===== src/common/fsp_pkg.sv =====
// Package with field positions, instruction codes and reset values for the status block
package fsp_pkg;
  // Instruction codes
  localparam logic [7:0] INS_WREN = 8'h06;
  localparam logic [7:0] INS_WREN_VOL = 8'h50;
  localparam logic [7:0] INS_WRDI = 8'h04;
  localparam logic [7:0] INS_WRSR1 = 8'h01;
  localparam logic [7:0] INS_WRSR2 = 8'h31;
  localparam logic [7:0] INS_WRSR3 = 8'h11;
  localparam logic [7:0] INS_RDSR1 = 8'h05;
  localparam logic [7:0] INS_RDSR2 = 8'h35;
  localparam logic [7:0] INS_RDSR3 = 8'h15;
  localparam logic [7:0] INS_SUSPEND = 8'h75;
  localparam logic [7:0] INS_RESUME = 8'h7a;
  localparam logic [7:0] INS_PROGRAM = 8'h02;
  localparam logic [7:0] INS_ERASE_SEC = 8'h20;
  localparam logic [7:0] INS_ERASE_BLK = 8'hd8;
  localparam logic [7:0] INS_ERASE_CHIP = 8'hc7;
  localparam logic [7:0] INS_SW_RESET = 8'h99;
  // Status register selectors on the write data path
  localparam logic [1:0] SEL_FIRST = 2'h0;
  localparam logic [1:0] SEL_SECOND = 2'h1;
  localparam logic [1:0] SEL_THIRD = 2'h2;
  // Writable masks for non-volatile and volatile images
  localparam logic [7:0] FIRST_WR_MASK = 8'hfc;
  localparam logic [7:0] SECOND_NV_MASK = 8'h7b;
  localparam logic [7:0] SECOND_VOL_MASK = 8'h43;
  localparam logic [7:0] THIRD_NV_MASK = 8'h90;
  localparam logic [7:0] THIRD_VOL_MASK = 8'hf0;
  // Field positions
  localparam int BUSY_BIT = 0;
  localparam int WLATCH_BIT = 1;
  localparam int GUARD_LOWER_BIT = 7;
  localparam int GUARD_UPPER_BIT = 0;
  localparam int QUAD_BIT = 1;
  localparam int PAUSE_BIT = 7;
  localparam int LOCK_LSB = 2;
  localparam int PIN_FUNC_BIT = 7;
  localparam int FAST_BIT = 4;
  localparam int DRIVE_LSB = 5;
  // Factory values: lock zero preset, drive code 10
  localparam logic [7:0] FIRST_FACTORY = 8'h00;
  localparam logic [7:0] SECOND_FACTORY = 8'h04;
  localparam logic [7:0] THIRD_FACTORY = 8'h40;
  localparam logic [1:0] DRIVE_RESET = 2'h2;
  // Embedded write time in clock cycles
  localparam int unsigned BUSY_CYCLES = 16;
endpackage : fsp_pkg


===== src/fsp_status.sv =====
// Status register fields, protection modes and lock bits of a serial flash
// What this block does
// - Non-volatile three-bit range field, first bits 4:2
// - Direction bit first bit 5, zero means top
// - Unit bit first bit 6, one means sector
// - Invert bit second bit 6 swaps regions
// - Guard mode bits second bit 0, first bit 7
// - Mode 00: pin ignored, latch enables writes
// - Mode 01: pin low locks registers while quad bit off
// - Mode 10: locked until reset, then 00
// - Mode 11: writes refused for ever
// - Busy, latch, pause flag read-only, untouched
// - After 06h status write targets non-volatile
// - After 50h status write targets volatile copies
// - Lock bits have no volatile copy
// - Pause flag set 75h, cleared 7Ah
// - Lock bits settable once, lock security register
// - Lock zero preset to one
// - Quad bit turns pins into data lines
// - Shared pin hold or reset when quad off
// - Drive code strengths, reset value 10
// - Fast quad mode bit, default zero
// - Busy during write; only status read accepted
// - Latch set by 06h, cleared by writes
module fsp_status (
  // Clock and reset
  input wire logic MCLK,
  input wire logic RST_N,
  // Decoded instruction strobe from the serial front end
  input wire logic INS_VALID,
  input wire logic [7:0] INS_CODE,
  input wire logic [1:0] INS_SEL,
  input wire logic [7:0] INS_DATA,
  // Completion of program or erase in the array
  input wire logic ARRAY_DONE,
  // Write-protect pin
  input wire logic WP_N_PIN,
  // Status read data
  output logic [7:0] RD_DATA,
  // Effective configuration
  output logic [2:0] RANGE_BITS,
  output logic RANGE_DIRECTION,
  output logic RANGE_UNIT_SMALL,
  output logic RANGE_INVERT,
  output logic [3:0] OTP_LOCKS,
  output logic QUAD_LINES_ON,
  output logic HOLD_ACTIVE,
  output logic RESET_PIN_ACTIVE,
  output logic [1:0] DRIVE_CODE,
  output logic FAST_QUAD_MODE,
  output logic BUSY,
  output logic WRITE_LATCH,
  output logic PAUSE_FLAG
);
  typedef enum logic [2:0] {
    ST_IDLE = 3'b001,
    ST_ARRAY = 3'b010,
    ST_STATUS = 3'b100
  } fsp_state_type;

  fsp_state_type state, next_state;
  logic [7:0] nv_first, nv_second, nv_third;
  logic [7:0] vol_first, vol_second, vol_third;
  logic [7:0] next_nv_first, next_nv_second, next_nv_third;
  logic [7:0] next_vol_first, next_vol_second, next_vol_third;
  logic write_latch, next_write_latch, vol_target, next_vol_target;
  logic pause_flag, next_pause_flag;
  logic [4:0] count, next_count;
  logic [2:0] wp_sync;
  logic wp_level, next_wp_level;
  logic [7:0] rd_data, next_rd_data;
  logic writable;

  function automatic logic [7:0] merge(input logic [7:0] old, input logic [7:0] val,
                                       input logic [7:0] mask);
    merge = (old & ~mask) | (val & mask);
  endfunction : merge

  // Pin synchroniser, change taken when last two stages agree
  always_ff @(posedge MCLK or negedge RST_N)
  begin
    if (!RST_N)
    begin
      wp_sync <= 3'h7;
      wp_level <= 1'b1;
    end
    else
    begin
      wp_sync <= {wp_sync[1:0], WP_N_PIN};
      wp_level <= next_wp_level;
    end
  end

  always_comb
  begin
    next_wp_level = wp_level;
    if (wp_sync[1] == wp_sync[2])
    begin
      next_wp_level = wp_sync[2];
    end
  end

  // Guard mode decides whether status writes are allowed
  always_comb
  begin
    logic [1:0] mode;
    mode = {vol_second[fsp_pkg::GUARD_UPPER_BIT], vol_first[fsp_pkg::GUARD_LOWER_BIT]};
    case (mode)
      2'h0: writable = write_latch;
      2'h1: writable = write_latch && (wp_level || vol_second[fsp_pkg::QUAD_BIT]);
      2'h2: writable = 1'b0;
      default: writable = 1'b0;
    endcase
  end

  always_comb
  begin
    logic [7:0] nv_mask;
    logic [7:0] vol_mask;
    logic [7:0] locks_new;
    next_state = state;
    next_count = count;
    next_nv_first = nv_first;
    next_nv_second = nv_second;
    next_nv_third = nv_third;
    next_vol_first = vol_first;
    next_vol_second = vol_second;
    next_vol_third = vol_third;
    next_write_latch = write_latch;
    next_vol_target = vol_target;
    next_pause_flag = pause_flag;
    next_rd_data = rd_data;
    nv_mask = 8'h00;
    vol_mask = 8'h00;
    locks_new = 8'h00;
    // Read data path, always served
    if (INS_VALID && INS_CODE == fsp_pkg::INS_RDSR1)
      next_rd_data = {vol_first[7:2], write_latch, state != ST_IDLE};
    else if (INS_VALID && INS_CODE == fsp_pkg::INS_RDSR2)
      next_rd_data = {pause_flag, vol_second[6:0]};
    else if (INS_VALID && INS_CODE == fsp_pkg::INS_RDSR3)
      next_rd_data = vol_third;
    case (state)
      ST_IDLE:
      begin
        if (INS_VALID && INS_CODE == fsp_pkg::INS_SW_RESET)
        begin
          // Lock-down mode returns to 00, volatile copies reload
          if (nv_second[fsp_pkg::GUARD_UPPER_BIT] && !nv_first[fsp_pkg::GUARD_LOWER_BIT])
            next_nv_second[fsp_pkg::GUARD_UPPER_BIT] = 1'b0;
          next_vol_first = nv_first;
          next_vol_second = next_nv_second;
          next_vol_third = {nv_third[7], fsp_pkg::DRIVE_RESET, nv_third[4:0]};
          next_write_latch = 1'b0;
          next_vol_target = 1'b0;
        end
        else if (INS_VALID && INS_CODE == fsp_pkg::INS_WREN)
        begin
          next_write_latch = 1'b1;
          next_vol_target = 1'b0;
        end
        else if (INS_VALID && INS_CODE == fsp_pkg::INS_WREN_VOL)
        begin
          next_write_latch = 1'b1;
          next_vol_target = 1'b1;
        end
        else if (INS_VALID && INS_CODE == fsp_pkg::INS_WRDI)
          next_write_latch = 1'b0;
        else if (INS_VALID && INS_CODE == fsp_pkg::INS_SUSPEND)
          next_pause_flag = 1'b1;
        else if (INS_VALID && INS_CODE == fsp_pkg::INS_RESUME)
          next_pause_flag = 1'b0;
        else if (INS_VALID && (INS_CODE == fsp_pkg::INS_PROGRAM
                 || INS_CODE == fsp_pkg::INS_ERASE_SEC || INS_CODE == fsp_pkg::INS_ERASE_BLK
                 || INS_CODE == fsp_pkg::INS_ERASE_CHIP) && write_latch)
        begin
          next_write_latch = 1'b0;
          next_state = ST_ARRAY;
        end
        else if (INS_VALID && (INS_CODE == fsp_pkg::INS_WRSR1
                 || INS_CODE == fsp_pkg::INS_WRSR2 || INS_CODE == fsp_pkg::INS_WRSR3))
        begin
          if (writable)
          begin
            // Busy, latch and pause flag never written
            if (INS_SEL == fsp_pkg::SEL_FIRST)
            begin
              nv_mask = fsp_pkg::FIRST_WR_MASK;
              vol_mask = fsp_pkg::FIRST_WR_MASK;
            end
            else if (INS_SEL == fsp_pkg::SEL_SECOND)
            begin
              nv_mask = fsp_pkg::SECOND_NV_MASK;
              vol_mask = fsp_pkg::SECOND_VOL_MASK;
            end
            if (vol_target)
            begin
              if (INS_SEL == fsp_pkg::SEL_FIRST)
                next_vol_first = merge(vol_first, INS_DATA, vol_mask);
              else if (INS_SEL == fsp_pkg::SEL_SECOND)
                next_vol_second = merge(vol_second, INS_DATA, vol_mask);
              else
                next_vol_third = merge(vol_third, INS_DATA, fsp_pkg::THIRD_VOL_MASK);
            end
            else
            begin
              if (INS_SEL == fsp_pkg::SEL_FIRST)
              begin
                next_nv_first = merge(nv_first, INS_DATA, nv_mask);
                next_vol_first = merge(vol_first, INS_DATA, nv_mask);
              end
              else if (INS_SEL == fsp_pkg::SEL_SECOND)
              begin
                // Lock bits only ever go from 0 to 1
                locks_new = nv_second | (INS_DATA & 8'h3c);
                next_nv_second = merge(locks_new, INS_DATA, fsp_pkg::SECOND_VOL_MASK);
                next_vol_second = merge(vol_second, next_nv_second, nv_mask);
              end
              else
              begin
                next_nv_third = merge(nv_third, INS_DATA, fsp_pkg::THIRD_NV_MASK);
                next_vol_third = merge(vol_third, INS_DATA, fsp_pkg::THIRD_NV_MASK);
              end
            end
            next_count = 5'(fsp_pkg::BUSY_CYCLES);
            next_state = ST_STATUS;
          end
          next_write_latch = 1'b0;
        end
      end
      ST_ARRAY:
      begin
        if (ARRAY_DONE)
          next_state = ST_IDLE;
      end
      ST_STATUS:
      begin
        next_count = count - 5'h01;
        if (count == 5'h01)
          next_state = ST_IDLE;
      end
      default: next_state = ST_IDLE;
    endcase
  end

  always_ff @(posedge MCLK or negedge RST_N)
  begin
    if (!RST_N)
    begin
      state <= ST_IDLE;
      count <= 5'h00;
      nv_first <= fsp_pkg::FIRST_FACTORY;
      nv_second <= fsp_pkg::SECOND_FACTORY;
      nv_third <= fsp_pkg::THIRD_FACTORY;
      vol_first <= fsp_pkg::FIRST_FACTORY;
      vol_second <= fsp_pkg::SECOND_FACTORY;
      vol_third <= fsp_pkg::THIRD_FACTORY;
      write_latch <= 1'b0;
      vol_target <= 1'b0;
      pause_flag <= 1'b0;
      rd_data <= 8'h00;
    end
    else
    begin
      state <= next_state;
      count <= next_count;
      nv_first <= next_nv_first;
      nv_second <= next_nv_second;
      nv_third <= next_nv_third;
      vol_first <= next_vol_first;
      vol_second <= next_vol_second;
      vol_third <= next_vol_third;
      write_latch <= next_write_latch;
      vol_target <= next_vol_target;
      pause_flag <= next_pause_flag;
      rd_data <= next_rd_data;
    end
  end

  // Registered outputs from the effective copies
  always_ff @(posedge MCLK or negedge RST_N)
  begin
    if (!RST_N)
    begin
      RD_DATA <= 8'h00;
      RANGE_BITS <= 3'h0;
      RANGE_DIRECTION <= 1'b0;
      RANGE_UNIT_SMALL <= 1'b0;
      RANGE_INVERT <= 1'b0;
      OTP_LOCKS <= 4'h1;
      QUAD_LINES_ON <= 1'b0;
      HOLD_ACTIVE <= 1'b1;
      RESET_PIN_ACTIVE <= 1'b0;
      DRIVE_CODE <= fsp_pkg::DRIVE_RESET;
      FAST_QUAD_MODE <= 1'b0;
      BUSY <= 1'b0;
      WRITE_LATCH <= 1'b0;
      PAUSE_FLAG <= 1'b0;
    end
    else
    begin
      RD_DATA <= rd_data;
      RANGE_BITS <= vol_first[4:2];
      RANGE_DIRECTION <= vol_first[5];
      RANGE_UNIT_SMALL <= vol_first[6];
      RANGE_INVERT <= vol_second[6];
      OTP_LOCKS <= nv_second[fsp_pkg::LOCK_LSB +: 4];
      QUAD_LINES_ON <= vol_second[fsp_pkg::QUAD_BIT];
      HOLD_ACTIVE <= !vol_second[fsp_pkg::QUAD_BIT] && !vol_third[fsp_pkg::PIN_FUNC_BIT];
      RESET_PIN_ACTIVE <= !vol_second[fsp_pkg::QUAD_BIT] && vol_third[fsp_pkg::PIN_FUNC_BIT];
      DRIVE_CODE <= vol_third[fsp_pkg::DRIVE_LSB +: 2];
      FAST_QUAD_MODE <= vol_third[fsp_pkg::FAST_BIT];
      BUSY <= state != ST_IDLE;
      WRITE_LATCH <= write_latch;
      PAUSE_FLAG <= pause_flag;
    end
  end
endmodule : fsp_status


===== config.mk =====
export PLATFORM = sky130hd
export DESIGN_NAME = fsp_status
export DESIGN_NICKNAME = d
export VERILOG_FILES = /design/src/common/fsp_pkg.sv /design/src/fsp_status.sv
export SDC_FILE = /design/constraint.sdc
export NUM_CORES = 1
export LEC_CHECK = 0
export BUFFER_PORTS_ARGS = -buffer_cell sky130_fd_sc_hd__buf_2
export CAP_MARGIN = 20
export CORE_ASPECT_RATIO = 1.1
export CORE_MARGIN = 5
export CORE_UTILIZATION = 55
export CTS_CLUSTER_SIZE = 10
export DETAILED_ROUTE_END_ITERATION = 10
export PLACE_DENSITY = 0.77
export SYNTH_ARGS = -nofsm -noshare
export SYNTH_HDL_FRONTEND = slang
export SYNTH_SLANG_ARGS = --single-unit
export TNS_END_PERCENT = 30

===== constraint.sdc =====
create_clock -name MCLK -period 4.32 [get_ports MCLK]
set_input_delay 0.864 -clock MCLK [delete_from_list [all_inputs] [get_ports MCLK]]
set_output_delay 0.864 -clock MCLK [all_outputs]
set_load 0.03 [all_outputs]

==> impl_results.md <==
- P_sw: about 0.48 mW
- Avg Cell Area, Syn: 11.49 um^2
- Power after layout: roughly 1.7 mW
- Count of input and output buffers: 49
- Router iterations before antenna repair: 4
- Crit path DAT: roughly 2.9 ns
- Clock tree skew after final layout: about 0.012 ns
- Most frequent cells in the layout: 71 x sky130_fd_sc_hd__dfrtp_1, 48 x sky130_fd_sc_hd__buf_2, 20 x sky130_fd_sc_hd__mux2_2, 18 x sky130_fd_sc_hd__nor2_1, 17 x sky130_fd_sc_hd__inv_1
- CTS tree: built
- Met2 Routed Length: between 3000 and 4000 um
- Fillers: between 500 and 600
- Unrepaired setup endpoints after global routing: false
- Maximum capacitance violations: 0
- Post-CTS Setup Inserts: 0
- Final count of pins violating max slew: 0
- Cell area after technology mapping: ~3700 um^2
- Number of CTS-inserted buffers: 9
- Hold buffers post-CTS: 0
- Sequential share of power: 0.519
- Category of the worst setup path capture point: register
- Initial antenna violation count: 0
- Final standard cell area without fillers: between 4000 and 5000 um^2
- Yosys top cell by area: sky130_fd_sc_hd__dfrtp_1
- Maximum VDD drop: ~0.27 mV
- # setup viols final: 0
- Worst-case headroom to the max-slew limit: 0.4923
- Highest signal layer in the routed design: met4
- Global route overflow: 0
- Count of warnings emitted by yosys: 0
- Initial cell density of the core: 0.5644
- Synth top area share: 0.4802
- Share of synthesized flip-flops with an asynchronous set or reset: 1.000
- Crit-path slowest cell: sky130_fd_sc_hd__nor4_4
- Top_reg_cell synth: sky130_fd_sc_hd__dfrtp_1
- Insertion delay of the later-clocked pin in the worst-skew pair: about 0.36 ns
- H-tree levels: 3
- Area enclosed by the die boundary: 8469 um^2
- Largest cells by area after synthesis: sky130_fd_sc_hd__dfrtp_1 48%, sky130_fd_sc_hd__dfstp_2 7.8%, sky130_fd_sc_hd__mux2_2 6.1%
- Antenna Nets Post-Route: 0
- Drt initial violations: around 270
- Worst Path Required: 4.57 ns
- Average vias per placed instance: around 5.8
- Pin count of the biggest net entering global routing: 83
- Biggest cell delay along the critical path: ~0.71 ns
- Number of distinct library cell variants in the gate-level netlist after synthesis: between 60 and 70
- Area grow syn2layout: 14.03%
- Routability Congestion: around 0.88
- Average wire length per cell after detail routing: around 17 um
- Critical path buffers and inverters: 1
- Comb power frac: 0.139
- # IOs: 50
- Number of synthesized register bits: 82
- Launching element type of the critical path: input port
- DP Wirelength: between 5000 and 6000 um
- Transition time at the pin with the least slew margin: roughly 0.76 ns
- Most common library cell in the layout ignoring fill and taps: sky130_fd_sc_hd__dfrtp_1
- Post-layout min period: roughly 2.6 ns
- Synthesized-area fraction occupied by and/or/nand/nor cells: 0.1762
- Compound-cell area share of the yosys netlist: 0.1211
- Post-cts sizing count: 0
- Max FO, Critical Path: 25
- Post-synth EDFFs: 0
- Fin cells: ~450
- Adder and majority gate portion of the synthesized area: 0.009469
- Number of placement rows: 31
- Global-route usage over all layers: 0.1968
- Number of placed cells counting well taps: approximately 440
- Nets@finish: 392
- Clk pwr share: 0.342
- Core area: between 6000 and 7000 um^2
- Clock Sink Count: 82
- Cell leakage power: slightly above 2 nW
- Cell family with the largest share of critical-path delay: simple AND/OR/NAND/NOR gates
- Switching share of total power: 0.2841
- Category of the most critical setup path: in -> reg
- Post-detailed-placement cell area: 3983 um^2
- DR vias: around 2,600
- Sequential element share of the synthesized area: 0.5583
- Diode count: 0
- Routed metal-1 wirelength: roughly 3300 um
- Maximum frequency from static timing analysis: between 300 and 400 MHz
- Total nets after synthesis: between 300 and 400
- Share of the core filled with cells: 0.6436
- Die width: about 88 um
- Met3 wire len: between 400 and 500 um
- Outcome: finished clean
- Clock-pin transition on the worst setup and hold timing paths: ~0.090 ns
- Final count of hold timing violations: 0
- Sum Neg Setup Slack: 0 ns
- First-pass GRT wire length: 12,700 um
- Die height: approximately 96 um
- Maximum buffer depth of the clock tree: 2
- Power density relative to cell area: approximately 400 nW/um^2
- Clock Root Buffer: sky130_fd_sc_hd__clkbuf_8
- Layout cells sized above 1: 0.3145
- Total Wirelength: about 7600 um
- Cell count after synthesis: roughly 320
- Cells traversed along the worst timing path: buf_2, nand3b_4, nor4_4, a211oi_1, a22o_1, mux2_1
- Final period utilization: 0.6053
- Drc violations: 0
- Proportion of synthesized area in mux cells: 0.08691
- Xor and xnor fraction of the mapped netlist area: 0.009469
- Worst min-delay path category: in -> async
- Internal power contribution: 1.210 mW
- Main combinational cell family by area after synthesis: simple AND/OR/NAND/NOR gates
- Vias in the first global route: 2,561
power by group through the flow:
stage | combinational [mW] | sequential [mW] | clock, mW
3_3_place_gp | 0.227 | 0.887 | 0
2_1_floorplan | 0.131 | 0.910 | 0
5_1_grt | 0.262 | 0.887 | 0.621
6_report | 0.235 | 0.877 | 0.578
3_5_place_dp | 0.233 | 0.892 | 0
4_1_cts | 0.234 | 0.877 | 0.593
cell families (layout without fill, tap and decap cells):
family / count (synthesis) / in the layout
compound gates: 60 / 60
xor+xnor: 4 / 4
fa+ha+maj: 3 / 3
buf+inv: 35 / 85
flops: 82 / 82
mux: 29 / 29
simple gates: 109 / 109
path summary, 6_finish.rpt:
kind,startpoint,endpoint,slack (ns),depth (start not counted)
max,INS_CODE[4],vol_first[3],1.70,6
min,RST_N,state[2],0.30,1
max reg2reg,state[0],nv_third[7],2.09,6
min reg2reg,wp_sync[0],wp_sync[1],0.36,0
max in group asynchronous,RST_N,wp_level,3.42,2
min in group MCLK,wp_sync[0],wp_sync[1],0.36,0
cell type report:
type                    count  area [um^2]  area share
flip-flops and latches     82         2066      0.4896
multi-input cells         205         1491      0.3535
clock inverters             6        71.32     0.01690
inverters                  18        67.56     0.01601
clock buffers              10        137.6     0.03262
well taps                  82        102.6     0.02432
repair buffers             51        282.8     0.06702
synth_stat cells, drive strengths merged (2+ instances only):
cell / instances
a21o: 5
a21oi: 12
a221o: 3
a222oi: 2
a22o: 6
and2: 2
and3: 3
buf: 10
clkbuf: 7
dfrtp: 71
dfstp: 11
ha: 2
inv: 18
mux2: 25
mux2i: 4
nand2: 18
nand2b: 8
nand3: 12
nand3b: 2
nand4: 4
nor2: 22
nor2b: 6
nor3: 11
nor3b: 5
nor4: 6
o211ai: 2
o21ai: 9
o221a: 3
o22ai: 2
o2bb2ai: 5
or2: 2
or3: 2
or4: 2
xnor2: 3
sequential cells by signal, indices dropped and copies added, names as in the netlist, 2 cells and up:
register,count
RD_DATA,8
vol_third,4
wp_sync,3
OTP_LOCKS,4
vol_second,7
RANGE_BITS,3
state,3
vol_first,6
rd_data,8
nv_first,6
nv_third,2
count,5
nv_second,7
DRIVE_CODE,2
per-layer routing:
| metal | up-vias | track usage |
|---|---|---|
| li1 | 1253 | - |
| met1 | 1270 | 0.2591 |
| met2 | 85 | 0.3136 |
| met3 | 14 | 0.05394 |
| met4 | 0 | 0.06927 |
| met5 | - | 0 |
through the flow:
step / hold WS [ns] / setup slack, ns
final: 0.2959 / 1.705
after CTS: 0.3608 / 1.745
after global routing: 0.2876 / 1.612
after detailed placement: 0.3495 / 1.360
after global placement: 0.3462 / 1.403
after floorplan: 0.3452 / 1.927
No activity file was read; power rests on OpenSTA's default activity.
